[src/hdl/twr_pkg.sv]
/*
  twr_pkg: constants and carrier types for the three-wire register bank.
  assumes: used by twr_register_bank and the bench, always as twr_pkg::name.
*/
package twr_pkg;

  ////////////////////////////////////////////////////////////////////////////
  // serial word layout
  localparam int WORD_W = 24;
  localparam int DATA_W = 20;
  localparam int ADDR_W = 4;
  localparam int CNT_W = 5;
  localparam logic [CNT_W-1:0] WORD_BITS = 5'h18;

  ////////////////////////////////////////////////////////////////////////////
  // register addresses
  localparam logic [ADDR_W-1:0] ADDR_RF_MAIN = 4'h0;
  localparam logic [ADDR_W-1:0] ADDR_RF_REF = 4'h1;
  localparam logic [ADDR_W-1:0] ADDR_IF_MAIN = 4'h2;
  localparam logic [ADDR_W-1:0] ADDR_IF_REF = 4'h3;
  localparam logic [ADDR_W-1:0] ADDR_OP_CTRL = 4'h4;
  localparam logic [ADDR_W-1:0] ADDR_SETUP = 4'h5;
  localparam logic [ADDR_W-1:0] ADDR_TEST = 4'h7;

  ////////////////////////////////////////////////////////////////////////////
  // power-up values (172087, 1968, 6519, 492 decimal)
  localparam logic [DATA_W-1:0] RST_RF_MAIN = 20'h2_a037;
  localparam logic [DATA_W-1:0] RST_RF_REF = 20'h0_07b0;
  localparam logic [DATA_W-1:0] RST_IF_MAIN = 20'h0_1977;
  localparam logic [DATA_W-1:0] RST_IF_REF = 20'h0_01ec;
  localparam logic [DATA_W-1:0] RST_OP_CTRL = 20'h0_892f;
  localparam logic [DATA_W-1:0] RST_SETUP = 20'h0_d03f;
  localparam logic [DATA_W-1:0] RST_TEST = 20'h0_0000;

  ////////////////////////////////////////////////////////////////////////////
  // divide-ratio field widths
  localparam int RF_MAIN_W = 18;
  localparam int RF_REF_W = 13;
  localparam int IF_MAIN_W = 14;
  localparam int IF_REF_W = 11;

  ////////////////////////////////////////////////////////////////////////////
  // operation_control bit positions
  localparam int OP_SOFT_POWER_OFF = 0;
  localparam int OP_STANDBY_KEEP_REGS = 2;
  localparam int OP_BUF_ENABLE = 4;
  localparam int OP_IF_VCO_HIGH = 9;
  localparam int OP_IF_PORT_HIGH = 10;
  localparam int OP_IF_HOLD_MAX = 13;
  localparam int OP_RF_HOLD_MAX = 14;

  // pll_setup_options bit positions
  localparam int CF_RF_FAST_ACQUIRE = 2;
  localparam int CF_IF_FAST_ACQUIRE = 3;
  localparam int CF_RF_PUMP_LO = 6;
  localparam int CF_IF_PUMP_LO = 8;
  localparam int CF_BUF_DIV2 = 11;
  localparam int PUMP_W = 2;

  ////////////////////////////////////////////////////////////////////////////
  // synchroniser lanes
  localparam int SY_SCLK = 0;
  localparam int SY_SDATA = 1;
  localparam int SY_SEL_N = 2;
  localparam int SY_PWR_N = 3;
  localparam int SY_IF_LEAD = 4;
  localparam int SY_IF_LOCK = 5;
  localparam int SY_RF_LEAD = 6;
  localparam int SY_RF_LOCK = 7;
  localparam int SY_W = 8;

  // pll index for the fast-acquire pair
  localparam int PLL_IF = 0;
  localparam int PLL_RF = 1;
  localparam int NUM_PLL = 2;

  typedef struct packed {
    logic [DATA_W-1:0] rf_main_divider;
    logic [DATA_W-1:0] rf_reference_divider;
    logic [DATA_W-1:0] if_main_divider;
    logic [DATA_W-1:0] if_reference_divider;
    logic [DATA_W-1:0] operation_control;
    logic [DATA_W-1:0] pll_setup_options;
    logic [DATA_W-1:0] test_mode_control;
  } twr_regs_t;

  localparam twr_regs_t REGS_DEFAULT = '{
    rf_main_divider: RST_RF_MAIN,
    rf_reference_divider: RST_RF_REF,
    if_main_divider: RST_IF_MAIN,
    if_reference_divider: RST_IF_REF,
    operation_control: RST_OP_CTRL,
    pll_setup_options: RST_SETUP,
    test_mode_control: RST_TEST
  };

  typedef struct packed {
    logic [RF_MAIN_W-1:0] rf_main_ratio;
    logic [RF_REF_W-1:0] rf_ref_ratio;
    logic [IF_MAIN_W-1:0] if_main_ratio;
    logic [IF_REF_W-1:0] if_ref_ratio;
  } twr_ratios_t;

  typedef struct packed {
    logic [PUMP_W-1:0] if_pump_current;
    logic [PUMP_W-1:0] rf_pump_current;
    logic if_fast_acquire;
    logic rf_fast_acquire;
  } twr_pump_t;

endpackage : twr_pkg

[src/hdl/twr_fast_acquire.sv]
/*
  twr_fast_acquire: charge-pump turbo window for one pll.
  assumes: i_phase_lead and i_locked are already synchronised to i_ref_clk;
  i_start is a one-cycle pulse on the same clock.
*/
`timescale 1ns/1ps
module twr_fast_acquire (
  input wire logic i_ref_clk,
  input wire logic i_arst_n,
  input wire logic i_enable,
  input wire logic i_hold_max,
  input wire logic i_start,
  input wire logic i_phase_lead,
  input wire logic i_locked,
  output logic o_turbo
);

  typedef struct packed {
    logic active;
    logic prev_lead;
    logic [1:0] flips;
    logic turbo;
  } twr_fa_state_t;

  twr_fa_state_t state_reg;
  twr_fa_state_t state_next;

  ////////////////////////////////////////////////////////////////////////////
  always_comb begin
    state_next = state_reg;
    state_next.prev_lead = i_phase_lead;
    if (i_start) begin
      state_next.active = 1'b1;
      state_next.flips = 2'h0;
    end else if (state_reg.active) begin
      if (i_locked) begin
        state_next.active = 1'b0;
      end else if (i_phase_lead != state_reg.prev_lead) begin
        // lead->lag and lag->lead both count
        state_next.flips = state_reg.flips + 2'h1;
        if (state_reg.flips == 2'h1) begin
          state_next.active = 1'b0;
        end
      end
    end
    // hold-max keeps the boost past lock; without enable it has no effect
    state_next.turbo = i_enable & (state_next.active | i_hold_max);
  end

  always_ff @(posedge i_ref_clk or negedge i_arst_n) begin
    if (!i_arst_n) begin
      state_reg <= '0;
    end else begin
      state_reg <= state_next;
    end
  end

  assign o_turbo = state_reg.turbo;

endmodule : twr_fast_acquire

[src/hdl/twr_register_bank.sv]
/*
  twr_register_bank: serially loaded control registers of the transmitter.
  assumes: serial clock, data, select, power-off pin and pll phase/lock levels
  are asynchronous to i_ref_clk and far slower than it (serial clock >= 8 ref cycles).
*/
// Functional notes
// - words are exactly 24 bits, one per register
// - low 4 bits address, upper 20 data
// - shift data on serial clock rise, select low
// - select rising copies word to addressed register
// - unused data bits have no effect
// - divider defaults 172087, 1968, 6519, 492
// - control defaults 892f, d03f, 0000 hex
// - addresses 0-3 dividers, 4 control, 5 setup, 7 test
// - rf main ratio from bits 17..0
// - rf reference ratio from bits 12..0
// - if dividers set if ratios likewise
// - lo buffer on only when enable bit set
// - lo buffer divide bit halves frequency
// - turbo enable gives max pump during acquisition
// - turbo ends after second lead/lag change
// - turbo ends at lock, then programmed pump current
// - soft off: all off but serial interface
// - power-off pin low turns everything off
// - either shutdown loses register contents
// - standby powers down but keeps registers
// - vco band independent of if port
// - soft off bit0 restores power-up values
// - standby bit2 spares registers and serial
`timescale 1ns/1ps
module twr_register_bank #(
  parameter int DATA_W = twr_pkg::DATA_W,
  parameter int ADDR_W = twr_pkg::ADDR_W
) (
  input wire logic i_ref_clk,
  input wire logic i_arst_n,
  input wire logic i_sclk,
  input wire logic i_sdata,
  input wire logic i_sel_n,
  input wire logic i_power_off_pin_n,
  input wire logic i_if_phase_lead,
  input wire logic i_if_locked,
  input wire logic i_rf_phase_lead,
  input wire logic i_rf_locked,
  output twr_pkg::twr_regs_t o_regs,
  output twr_pkg::twr_ratios_t o_ratios,
  output twr_pkg::twr_pump_t o_pump,
  output logic o_serial_active,
  output logic o_functions_on,
  output logic o_buffered_lo_output_en,
  output logic o_buffered_lo_div2,
  output logic o_if_vco_high,
  output logic o_if_port_high
);

  // the word layout is fixed by the analog side; other widths are refused
  if (DATA_W != twr_pkg::DATA_W || ADDR_W != twr_pkg::ADDR_W) begin : g_width_check
    $error("twr_register_bank: only 20 data and 4 address bits are supported");
  end

  typedef struct packed {
    logic [twr_pkg::SY_W-1:0] sync1;
    logic [twr_pkg::SY_W-1:0] sync2;
    logic [twr_pkg::SY_W-1:0] prev;
    logic [twr_pkg::WORD_W-1:0] shift;
    logic [twr_pkg::CNT_W-1:0] count;
    twr_pkg::twr_regs_t regs;
    logic soft_off;
    logic [twr_pkg::NUM_PLL-1:0] start;
  } twr_state_t;

  twr_state_t state_reg;
  twr_state_t state_next;

  logic [twr_pkg::SY_W-1:0] async_in;
  logic [twr_pkg::NUM_PLL-1:0] fa_enable;
  logic [twr_pkg::NUM_PLL-1:0] fa_hold;
  logic [twr_pkg::NUM_PLL-1:0] fa_lead;
  logic [twr_pkg::NUM_PLL-1:0] fa_lock;
  logic [twr_pkg::NUM_PLL-1:0] fa_turbo;
  logic pin_on;
  logic sclk_rise;
  logic sel_low;
  logic sel_rise;
  logic [ADDR_W-1:0] word_addr;
  logic [DATA_W-1:0] word_data;

  ////////////////////////////////////////////////////////////////////////////
  // input synchronisers: stage one feeds only stage two
  always_comb begin
    async_in = '0;
    async_in[twr_pkg::SY_SCLK] = i_sclk;
    async_in[twr_pkg::SY_SDATA] = i_sdata;
    async_in[twr_pkg::SY_SEL_N] = i_sel_n;
    async_in[twr_pkg::SY_PWR_N] = i_power_off_pin_n;
    async_in[twr_pkg::SY_IF_LEAD] = i_if_phase_lead;
    async_in[twr_pkg::SY_IF_LOCK] = i_if_locked;
    async_in[twr_pkg::SY_RF_LEAD] = i_rf_phase_lead;
    async_in[twr_pkg::SY_RF_LOCK] = i_rf_locked;
  end

  assign pin_on = state_reg.sync2[twr_pkg::SY_PWR_N];
  assign sel_low = ~state_reg.sync2[twr_pkg::SY_SEL_N];
  // data and clock share the same sync delay, so the sampled bit lines up
  assign sclk_rise = state_reg.sync2[twr_pkg::SY_SCLK] & ~state_reg.prev[twr_pkg::SY_SCLK];
  assign sel_rise = state_reg.sync2[twr_pkg::SY_SEL_N] & ~state_reg.prev[twr_pkg::SY_SEL_N];
  assign word_addr = state_reg.shift[ADDR_W-1:0];
  assign word_data = state_reg.shift[twr_pkg::WORD_W-1:ADDR_W];

  ////////////////////////////////////////////////////////////////////////////
  // shift, latch and power-state logic
  always_comb begin
    state_next = state_reg;
    state_next.sync1 = async_in;
    state_next.sync2 = state_reg.sync1;
    state_next.prev = state_reg.sync2;
    state_next.start = '0;
    if (!pin_on) begin
      // pin low: serial port dead and contents lost
      state_next.regs = twr_pkg::REGS_DEFAULT;
      state_next.shift = '0;
      state_next.count = '0;
      state_next.soft_off = 1'b0;
    end else begin
      if (sel_low && sclk_rise) begin
        state_next.shift = {state_reg.shift[twr_pkg::WORD_W-2:0], state_reg.sync2[twr_pkg::SY_SDATA]};
        // count saturates above 24 so an overlong word is never taken
        if (state_reg.count <= twr_pkg::WORD_BITS) begin
          state_next.count = state_reg.count + 5'h01;
        end
      end
      if (sel_rise) begin
        state_next.count = '0;
        if (state_reg.count == twr_pkg::WORD_BITS) begin
          case (word_addr)
            twr_pkg::ADDR_RF_MAIN: begin
              state_next.regs.rf_main_divider = word_data;
              state_next.start[twr_pkg::PLL_RF] = 1'b1;
            end
            twr_pkg::ADDR_RF_REF: begin
              state_next.regs.rf_reference_divider = word_data;
              state_next.start[twr_pkg::PLL_RF] = 1'b1;
            end
            twr_pkg::ADDR_IF_MAIN: begin
              state_next.regs.if_main_divider = word_data;
              state_next.start[twr_pkg::PLL_IF] = 1'b1;
            end
            twr_pkg::ADDR_IF_REF: begin
              state_next.regs.if_reference_divider = word_data;
              state_next.start[twr_pkg::PLL_IF] = 1'b1;
            end
            twr_pkg::ADDR_OP_CTRL: begin
              if (!word_data[twr_pkg::OP_SOFT_POWER_OFF]) begin
                // soft off: contents back to power-up, serial stays alive
                state_next.regs = twr_pkg::REGS_DEFAULT;
                state_next.soft_off = 1'b1;
              end else begin
                state_next.regs.operation_control = word_data;
                state_next.soft_off = 1'b0;
                state_next.start = '1;
              end
            end
            twr_pkg::ADDR_SETUP: begin
              state_next.regs.pll_setup_options = word_data;
            end
            twr_pkg::ADDR_TEST: begin
              state_next.regs.test_mode_control = word_data;
            end
            default: begin
              // unmapped word is dropped untouched
              state_next.regs = state_reg.regs;
            end
          endcase
        end
      end else if (!sel_low) begin
        // bits clocked while deselected are ignored
        state_next.count = '0;
      end
    end
  end

  always_ff @(posedge i_ref_clk or negedge i_arst_n) begin
    if (!i_arst_n) begin
      state_reg.sync1 <= '0;
      state_reg.sync2 <= '0;
      state_reg.prev <= '0;
      state_reg.shift <= '0;
      state_reg.count <= '0;
      state_reg.regs <= twr_pkg::REGS_DEFAULT;
      state_reg.soft_off <= 1'b0;
      state_reg.start <= '0;
    end else begin
      state_reg <= state_next;
    end
  end

  ////////////////////////////////////////////////////////////////////////////
  // decoded controls; standby gates functions but never touches registers
  assign o_regs = state_reg.regs;
  assign o_serial_active = pin_on;
  assign o_functions_on = pin_on & ~state_reg.soft_off
    & state_reg.regs.operation_control[twr_pkg::OP_STANDBY_KEEP_REGS];

  // only the documented ratio bits are forwarded; the rest are don't care
  assign o_ratios.rf_main_ratio = state_reg.regs.rf_main_divider[twr_pkg::RF_MAIN_W-1:0];
  assign o_ratios.rf_ref_ratio = state_reg.regs.rf_reference_divider[twr_pkg::RF_REF_W-1:0];
  assign o_ratios.if_main_ratio = state_reg.regs.if_main_divider[twr_pkg::IF_MAIN_W-1:0];
  assign o_ratios.if_ref_ratio = state_reg.regs.if_reference_divider[twr_pkg::IF_REF_W-1:0];

  assign o_buffered_lo_output_en = o_functions_on
    & state_reg.regs.operation_control[twr_pkg::OP_BUF_ENABLE];
  assign o_buffered_lo_div2 = state_reg.regs.pll_setup_options[twr_pkg::CF_BUF_DIV2];
  // two separate bits, no cross-coupling
  assign o_if_vco_high = state_reg.regs.operation_control[twr_pkg::OP_IF_VCO_HIGH];
  assign o_if_port_high = state_reg.regs.operation_control[twr_pkg::OP_IF_PORT_HIGH];

  assign o_pump.if_pump_current =
    state_reg.regs.pll_setup_options[twr_pkg::CF_IF_PUMP_LO +: twr_pkg::PUMP_W];
  assign o_pump.rf_pump_current =
    state_reg.regs.pll_setup_options[twr_pkg::CF_RF_PUMP_LO +: twr_pkg::PUMP_W];
  assign o_pump.if_fast_acquire = fa_turbo[twr_pkg::PLL_IF];
  assign o_pump.rf_fast_acquire = fa_turbo[twr_pkg::PLL_RF];

  ////////////////////////////////////////////////////////////////////////////
  // fast-acquire windows, one per pll
  assign fa_enable[twr_pkg::PLL_IF] = o_functions_on
    & state_reg.regs.pll_setup_options[twr_pkg::CF_IF_FAST_ACQUIRE];
  assign fa_enable[twr_pkg::PLL_RF] = o_functions_on
    & state_reg.regs.pll_setup_options[twr_pkg::CF_RF_FAST_ACQUIRE];
  assign fa_hold[twr_pkg::PLL_IF] = state_reg.regs.operation_control[twr_pkg::OP_IF_HOLD_MAX];
  assign fa_hold[twr_pkg::PLL_RF] = state_reg.regs.operation_control[twr_pkg::OP_RF_HOLD_MAX];
  assign fa_lead[twr_pkg::PLL_IF] = state_reg.sync2[twr_pkg::SY_IF_LEAD];
  assign fa_lead[twr_pkg::PLL_RF] = state_reg.sync2[twr_pkg::SY_RF_LEAD];
  assign fa_lock[twr_pkg::PLL_IF] = state_reg.sync2[twr_pkg::SY_IF_LOCK];
  assign fa_lock[twr_pkg::PLL_RF] = state_reg.sync2[twr_pkg::SY_RF_LOCK];

  for (genvar g = 0; g < twr_pkg::NUM_PLL; g++) begin : g_pll
    twr_fast_acquire twr_fast_acquire_i (
      .i_ref_clk(i_ref_clk),
      .i_arst_n(i_arst_n),
      .i_enable(fa_enable[g]),
      .i_hold_max(fa_hold[g]),
      .i_start(state_reg.start[g]),
      .i_phase_lead(fa_lead[g]),
      .i_locked(fa_lock[g]),
      .o_turbo(fa_turbo[g])
    );
  end

endmodule : twr_register_bank
[config.mk]
export PLATFORM = sky130hd
export DESIGN_NAME = twr_register_bank
export DESIGN_NICKNAME = d
export VERILOG_FILES = /design/src/hdl/twr_pkg.sv /design/src/hdl/twr_fast_acquire.sv /design/src/hdl/twr_register_bank.sv
export SDC_FILE = /design/constraint.sdc
export NUM_CORES = 1
export LEC_CHECK = 0
export BUFFER_PORTS_ARGS = -buffer_cell sky130_fd_sc_hd__buf_4
export CORE_MARGIN = 5
export CORE_UTILIZATION = 30
export CTS_BUF_LIST = sky130_fd_sc_hd__clkbuf_8
export CTS_CLUSTER_DIAMETER = 50
export CTS_CLUSTER_SIZE = 8
export DETAILED_ROUTE_END_ITERATION = 10
export PLACE_DENSITY = 0.6
export SYNTH_ARGS = -nofsm -noshare
export SYNTH_HDL_FRONTEND = slang
export SYNTH_SLANG_ARGS = --single-unit
[constraint.sdc]
create_clock -name i_ref_clk -period 1.7 [get_ports i_ref_clk]
set_input_delay 0.085 -clock i_ref_clk [delete_from_list [all_inputs] [get_ports i_ref_clk]]
set_output_delay 0.085 -clock i_ref_clk [all_outputs]
set_load 0.02 [all_outputs]
==> results.sh, run 1 <==
export IMPL_peakVddDrop_mv=0.449
export IMPL_syn_inst=936
export IMPL_crit_required_ns=2.14
export IMPL_die_area_sq_um=35900
export IMPL_start_kind="flop"
export IMPL_die_width_um=189
export IMPL_synth_top_area_cell="dfrtp_1"
export IMPL_numCtsBuffers=17
export IMPL_antenna_left=0
export IMPL_relSlewSlack_pct=52.0
export IMPL_path_cells="or4b_4 -> buf_6 -> o211ai_4 -> a21oi_4 -> mux2_2"
export IMPL_tritoncts="built"
export IMPL_cts_num_sinks=200
export IMPL_drive_gt1_share_pct=51.0
export IMPL_synth_top_area_share_pct=39.9
export IMPL_status="complete, but fails checks"
export IMPL_ctsRootBufferMaster="clkbuf_8"
export IMPL_crit_type="reg -> reg"
export IMPL_timing_final_crit_period_ns=1.85
export IMPL_syn_area_per_cell_sq_um=10.3
export IMPL_first_global_vias=6775
export IMPL_power_density_nw_per_um2=762
export IMPL_grt_ovfl_total=0
export IMPL_slowest_delay_ns=0.59
export IMPL_vias_per_cell=4.82
export IMPL_antenna_found_initial=0
export IMPL_final_cell_mix="278 x buf_4, 151 x dfrtp_1, 82 x nand2_1, 52 x a22o_1, 46 x dfstp_2"
export IMPL_area_delta_synth_final_pct=29.1
export IMPL_maxCapViolCount=0
export IMPL_drc_errors=0
export IMPL_dr_pass1_iters=5
export IMPL_worstSetupEndpointType="flop"
export IMPL_rsz0062_at_grt="yes"
export IMPL_fin_tns_setup_ns=-8.39
export IMPL_yosysSeqAreaShare_pct=52.4
export IMPL_cp_top_family="simple AND/OR/NAND/NOR gates"
export IMPL_synth_fp_nets=950
export IMPL_num_nets_final=1051
export IMPL_async_flop_share_pct=100
export IMPL_numPortBuffers=217
export IMPL_setup_viol=128
export IMPL_clock_fmax_mhz=541
export IMPL_ys_warn_count=0
export IMPL_syn_area_sq_um=9660
export IMPL_worst_slew_pin_slew_ns=0.720
export IMPL_setup_ws_ns=-0.149
export IMPL_worstHoldPathType="in -> async"
export IMPL_violations="negative setup slack"
export IMPL_dp_hpwl_mm=19.2
export IMPL_clkLatencyLatePin_ns=0.51
export IMPL_ys_flop_type="dfrtp_1"
export IMPL_fin_skew_ns=0.0347
export IMPL_io_pins=218
export IMPL_num_rows=65
export IMPL_path_buf_inv=1
export IMPL_slowest_stage="or4b_4"
export IMPL_wl_mm=29.5
export IMPL_mostFrequentLayoutCell="buf_4"
export IMPL_ys_types=66
export IMPL_synth_seq_cells=200
export IMPL_crit_path_max_fanout=9
export IMPL_maxSlewViolCount=0
export IMPL_wl_per_cell_um=20.3
export IMPL_min_period_over_period_pct=109
export IMPL_core_area_sq_um=31700
export IMPL_power_leakage_uw=0.00582
export IMPL_initial_core_util_pct=30.5
export IMPL_num_vias=7003
export IMPL_hold_viol=0
export IMPL_antenna_cells=0
export IMPL_p_total_uw=9500
export IMPL_track_usage_pct=15.2
export IMPL_gp_congestion=0.852
export IMPL_synth_area_top_cells="dfrtp_1 40%, buf_4 16%, dfstp_2 13%, a22o_1 4.7%, nand2_1 3.8%"
export IMPL_clk_path_buf_depth=2
export IMPL_grt_pass1_wl_mm=41.8
export IMPL_synth_edf_count=0
export IMPL_grt_max_degree=53
export IMPL_die_h_um=189
export IMPL_largest_reg_flops=77
export IMPL_crit_arrival_ns=2.29
export IMPL_clk_pin_slew_ns=0.14
export IMPL_htreeDepth=4
export IMPL_first_iter_violations=330
## routing by layer
layer	wire length (um)	global-route usage, %	share of wire [%]	vias up
li1	-	-	-	3161
met1	13100	20.7	44	3558
met2	14400	24.9	49	240
met3	1540	2.97	5.2	44
met4	524	4.17	1.8	0
met5	0	0	0	-
## timing repair
item,in CTS,in global routing
hold endpoints to repair,181,0
endpoints found under the setup margin,124,141
cloned,5,14
resized for setup,53,129
pin swaps,15,37
buffers inserted,9,15
hold buffers,9,0
## power breakdown
group	internal [uW]	leakage, uW	switching [uW]
registers	4930	0.00259	88.9
clock network	1310	0.000226	2090
logic	472	0.00301	619
total	6710	0.00582	2790
## cell type report
type | count | area, sq um
Sequential cell | 200 | 5070
Multi-Input combinational cell | 445 | 3230
Inverter | 28 | 105
Fill cell | 3078 | 19200
Clock buffer | 17 | 234
Tap cell | 402 | 503
Clock inverter | 15 | 225
Timing Repair Buffer | 345 | 3110
## per-stage QoR
stage	area (sq um)	cells	hold WS [ns]	setup slack [ns]	util, %
2_1_floorplan	9730	936	-0.211	-0.0758	-
3_3_place_gp	10800	1368	0.0343	-0.143	33.9
3_5_place_dp	10800	1368	0.0424	-0.169	33.9
4_1_cts	11600	1423	0.0605	-0.125	36.6
5_1_grt	12500	1452	0.0809	-0.188	39.3
6_report	12500	1452	0.0772	-0.149	39.3
## worst reg2reg max path, delay by kind of cell (launching register included)
family          cells  cell delay [ns]
mux                 1             0.29
flops               1             0.41
buf+inv             1             0.17
compound gates      2             0.33
simple gates        1             0.59
## final timing paths
path | start | to | slack [ns] | cells after the start
max | state_reg[149]$_DFFE_PN0P_ | o_ratios[16]$_DFFE_PN1P_ | -0.15 | 5
min | i_arst_n | o_ratios[27]$_DFFE_PN0P_ | 0.08 | 2
max reg2reg | state_reg[149]$_DFFE_PN0P_ | o_ratios[16]$_DFFE_PN1P_ | -0.15 | 5
min reg2reg | state_next[185]$_DFF_PN0_ | fa_lock[0]$_DFF_PN0_ | 0.36 | 0
max in group asynchronous | i_arst_n | o_regs[35]$_DFFE_PN1P_ | 0.91 | 3
min in group i_ref_clk | i_sdata | state_next[181]$_DFF_PN0_ | 0.22 | 2
## kinds of logic after synthesis
family / after synthesis / synth area share [%]
simple gates: 218 / 10.9
fa+ha+maj: 4 / 0.518
mux: 9 / 1.04
buf+inv: 294 / 20.0
xor+xnor: 9 / 0.816
compound gates: 202 / 14.4
flops: 200 / 52.4
## synthesized netlist by cell type, types with 9 or more instances
master / count
o21ai_0: 58
dfrtp_1: 154
inv_1: 28
buf_4: 205
nand3_1: 26
a21oi_1: 47
buf_2: 16
dfstp_2: 46
a31oi_1: 9
nand2_1: 99
nor2_1: 40
a22o_1: 52
clkbuf_1: 33
No activity file was read; power rests on OpenSTA's default activity.
==> inputs of run 2 (changes only) <==
--- a/config.mk
+++ b/config.mk
@@ -16,3 +16,4 @@
 export SYNTH_ARGS = -nofsm -noshare
 export SYNTH_HDL_FRONTEND = slang
 export SYNTH_SLANG_ARGS = --single-unit
+export TNS_END_PERCENT = 50
==> run 2 against run 1 <==
Compared with the run above:
- the run still ends with negative setup slack left
- clock skew shrank 0.012 ns
- worst hold slack improved by 0.011 ns
- count of clock-buffer cells in the layout did not move
- sequential power barely moved
- sequential share of layout area rose by 2.1 points
- non-clock buffer count is 16 lower
- largest power group unchanged
==> results.sh, run 2 (synthesis results as in run 1) <==
export IMPL_htreeDepth=4
export IMPL_crit_arrival_ns=2.23
export IMPL_clkPwrFrac_pct=32.3
export IMPL_antenna_left=0
export IMPL_crit_path_max_fanout=8
export IMPL_intPower_uw=6500
export IMPL_antenna_cells=0
export IMPL_num_nets_final=1034
export IMPL_instances_no_fill=1435
export IMPL_first_iter_violations=307
export IMPL_grt_ovfl_total=0
export IMPL_fin_skew_ns=0.0223
export IMPL_drive_gt1_share_pct=46.0
export IMPL_dp_hpwl_mm=18.8
export IMPL_rr_startpoint="state_reg[149]$_DFFE_PN0P_"
export IMPL_track_usage_pct=15.0
export IMPL_dp_worst_setup_slack_ns=-0.200
export IMPL_rsz0062_at_grt="yes"
export IMPL_violations="negative setup slack"
export IMPL_clock_fmax_mhz=543
export IMPL_antenna_found_initial=0
export IMPL_drc_errors=0
export IMPL_r2r_cells=5
export IMPL_num_rows=65
export IMPL_path_buf_inv=1
export IMPL_peakVddDrop_mv=0.429
export IMPL_crit_path_start="state_reg[149]$_DFFE_PN0P_"
export IMPL_fin_util_pct=37.3
export IMPL_power_density_nw_per_um2=754
export IMPL_worstSetupEndpointType="flop"
export IMPL_largest_reg_flops=77
export IMPL_power_leakage_uw=0.00552
export IMPL_io_pins=218
export IMPL_die_h_um=189
export IMPL_clk_path_buf_depth=2
export IMPL_worstHoldPathType="in -> async"
export IMPL_reg2reg_slack_ns=-0.14
export IMPL_dr_wl_met3_mm=1.50
export IMPL_dr_pass1_iters=5
export IMPL_die_area_sq_um=35900
export IMPL_grt_max_degree=53
export IMPL_fillers=3117
export IMPL_routed_top_layer="met4"
export IMPL_vias_per_cell=4.68
export IMPL_r2r_end="state_reg[2]$_DFFE_PN0P_"
export IMPL_met2WireLength_mm=13.4
export IMPL_setup_ws_ns=-0.140
export IMPL_switching_share_pct=27.2
export IMPL_seq_power_share_pct=56.2
export IMPL_first_global_vias=6526
export IMPL_dpl_cell_count=1363
export IMPL_initial_core_util_pct=30.5
export IMPL_worst_slew_pin_slew_ns=0.702
export IMPL_cts_num_sinks=200
export IMPL_numCtsBuffers=17
export IMPL_area_delta_synth_final_pct=22.5
export IMPL_ctsRootBufferMaster="clkbuf_8"
export IMPL_path_cells="buf_6 -> or3b_4 -> or3_4 -> or3_4 -> a21oi_2"
export IMPL_cp_top_family="simple AND/OR/NAND/NOR gates"
export IMPL_die_width_um=189
export IMPL_timing_critical_path_mode_cell="or3_4"
export IMPL_numPortBuffers=217
export IMPL_wl_met1_mm=12.9
export IMPL_crit_required_ns=2.09
export IMPL_relSlewSlack_pct=53.2
export IMPL_setup_viol=104
export IMPL_mostFrequentLayoutCell="buf_4"
export IMPL_num_vias=6716
export IMPL_clk_pin_slew_ns=0.11
export IMPL_p_comb_share_pct=11.5
export IMPL_min_period_over_period_pct=108
export IMPL_tritoncts="built"
export IMPL_wl_mm=28.5
export IMPL_clkLatencyLatePin_ns=0.47
export IMPL_start_kind="flop"
export IMPL_gp_congestion=0.860
export IMPL_timing_final_crit_period_ns=1.84
export IMPL_hold_viol=0
export IMPL_p_total_uw=8920
export IMPL_maxCapViolCount=0
export IMPL_grt_pass1_wl_mm=41.0
export IMPL_status="complete, but fails checks"
export IMPL_maxSlewViolCount=0
export IMPL_final_cell_mix="276 x buf_4, 153 x dfrtp_1, 93 x nand2_1, 52 x a22o_1, 46 x dfstp_2"
export IMPL_wl_per_cell_um=19.8
export IMPL_crit_type="reg -> reg"
export IMPL_slowest_stage="or3b_4"
export IMPL_p_sw_uw=2420
export IMPL_slowest_delay_ns=0.42
export IMPL_core_area_sq_um=31700
-- run 2: cell types whose count changed in the layout (fill, tap and decap cells not counted), moves of 7 or more --
cell      previous run  this run
buf_12              17        10
nand2_1             82        93
buf_6               31        24
clkinv_8             8         0
o21ai_0             11        21
o21ai_2             16         7
-- run 2: worst max path at each step --
| stage | to | depth (start not counted) |
|---|---|---|
| 6_report | state_reg[2]$_DFFE_PN0P_ | 5 |
| 3_5_place_dp | o_pump[2]$_DFFE_PN0P_ | 6 |
| 2_1_floorplan | state_reg[2]$_DFFE_PN0P_ | 5 |
| 4_1_cts | state_reg[2]$_DFFE_PN0P_ | 5 |
| 3_3_place_gp | o_pump[3]$_DFFE_PN0P_ | 6 |
| 5_1_grt | state_reg[2]$_DFFE_PN0P_ | 5 |
-- run 2: what timing repair did --
item	in CTS	in global routing
cloned	5	7
setup endpoints to repair	130	139
buffers inserted	11	8
pin swaps	11	30
hold buffers	9	0
hold endpoints to repair	170	0
resized for setup	46	73
-- run 2: per-stage QoR --
step / hold slack (ns) / instance area [sq um] / TNS (ns)
detailed placement: 0.0127 / 10700 / -13.14
global placement: 0.0109 / 10700 / -11.74
finish: 0.0879 / 11800 / -5.45
CTS: 0.0660 / 11400 / -2.73
floorplan: -0.211 / 9720 / -4.55
global route: 0.0966 / 11800 / -11.45
-- run 2: area by class of cell --
class	count	area (sq um)	share of cell area, %
Clock inverter	15	116	0.983
Clock buffer	17	234	1.98
Inverter	28	105	0.888
Multi-Input combinational cell	444	2990	25.2
Tap cell	402	503	4.25
Timing Repair Buffer	329	2830	23.9
Sequential cell	200	5060	42.8
-- run 2: worst register-to-register path, delay by kind of cell (launching register included) --
family / cells / cell delay [ns]
and+or+nand+nor: 3 / 1.11
DFF: 1 / 0.40
AOI/OAI and AO/OA: 1 / 0.11
buffers and inverters: 1 / 0.14
-- run 2: power groups by stage --
stage                     clock, uW  sequential (uW)  combinational (uW)
after CTS                      2980             5020                 965
after global routing           3140             5030                1100
after detailed placement          0             5100                 897
final                          2880             5010                1030
after floorplan                   0             5070                 607
after global placement            0             5100                 890
-- run 2: metal layers --
| metal | global-route usage [%] | vias to the layer above |
|---|---|---|
| li1 | - | 3123 |
| met1 | 20.4 | 3345 |
| met2 | 24.1 | 214 |
| met3 | 3.30 | 34 |
| met4 | 4.51 | 0 |
| met5 | 0 | - |
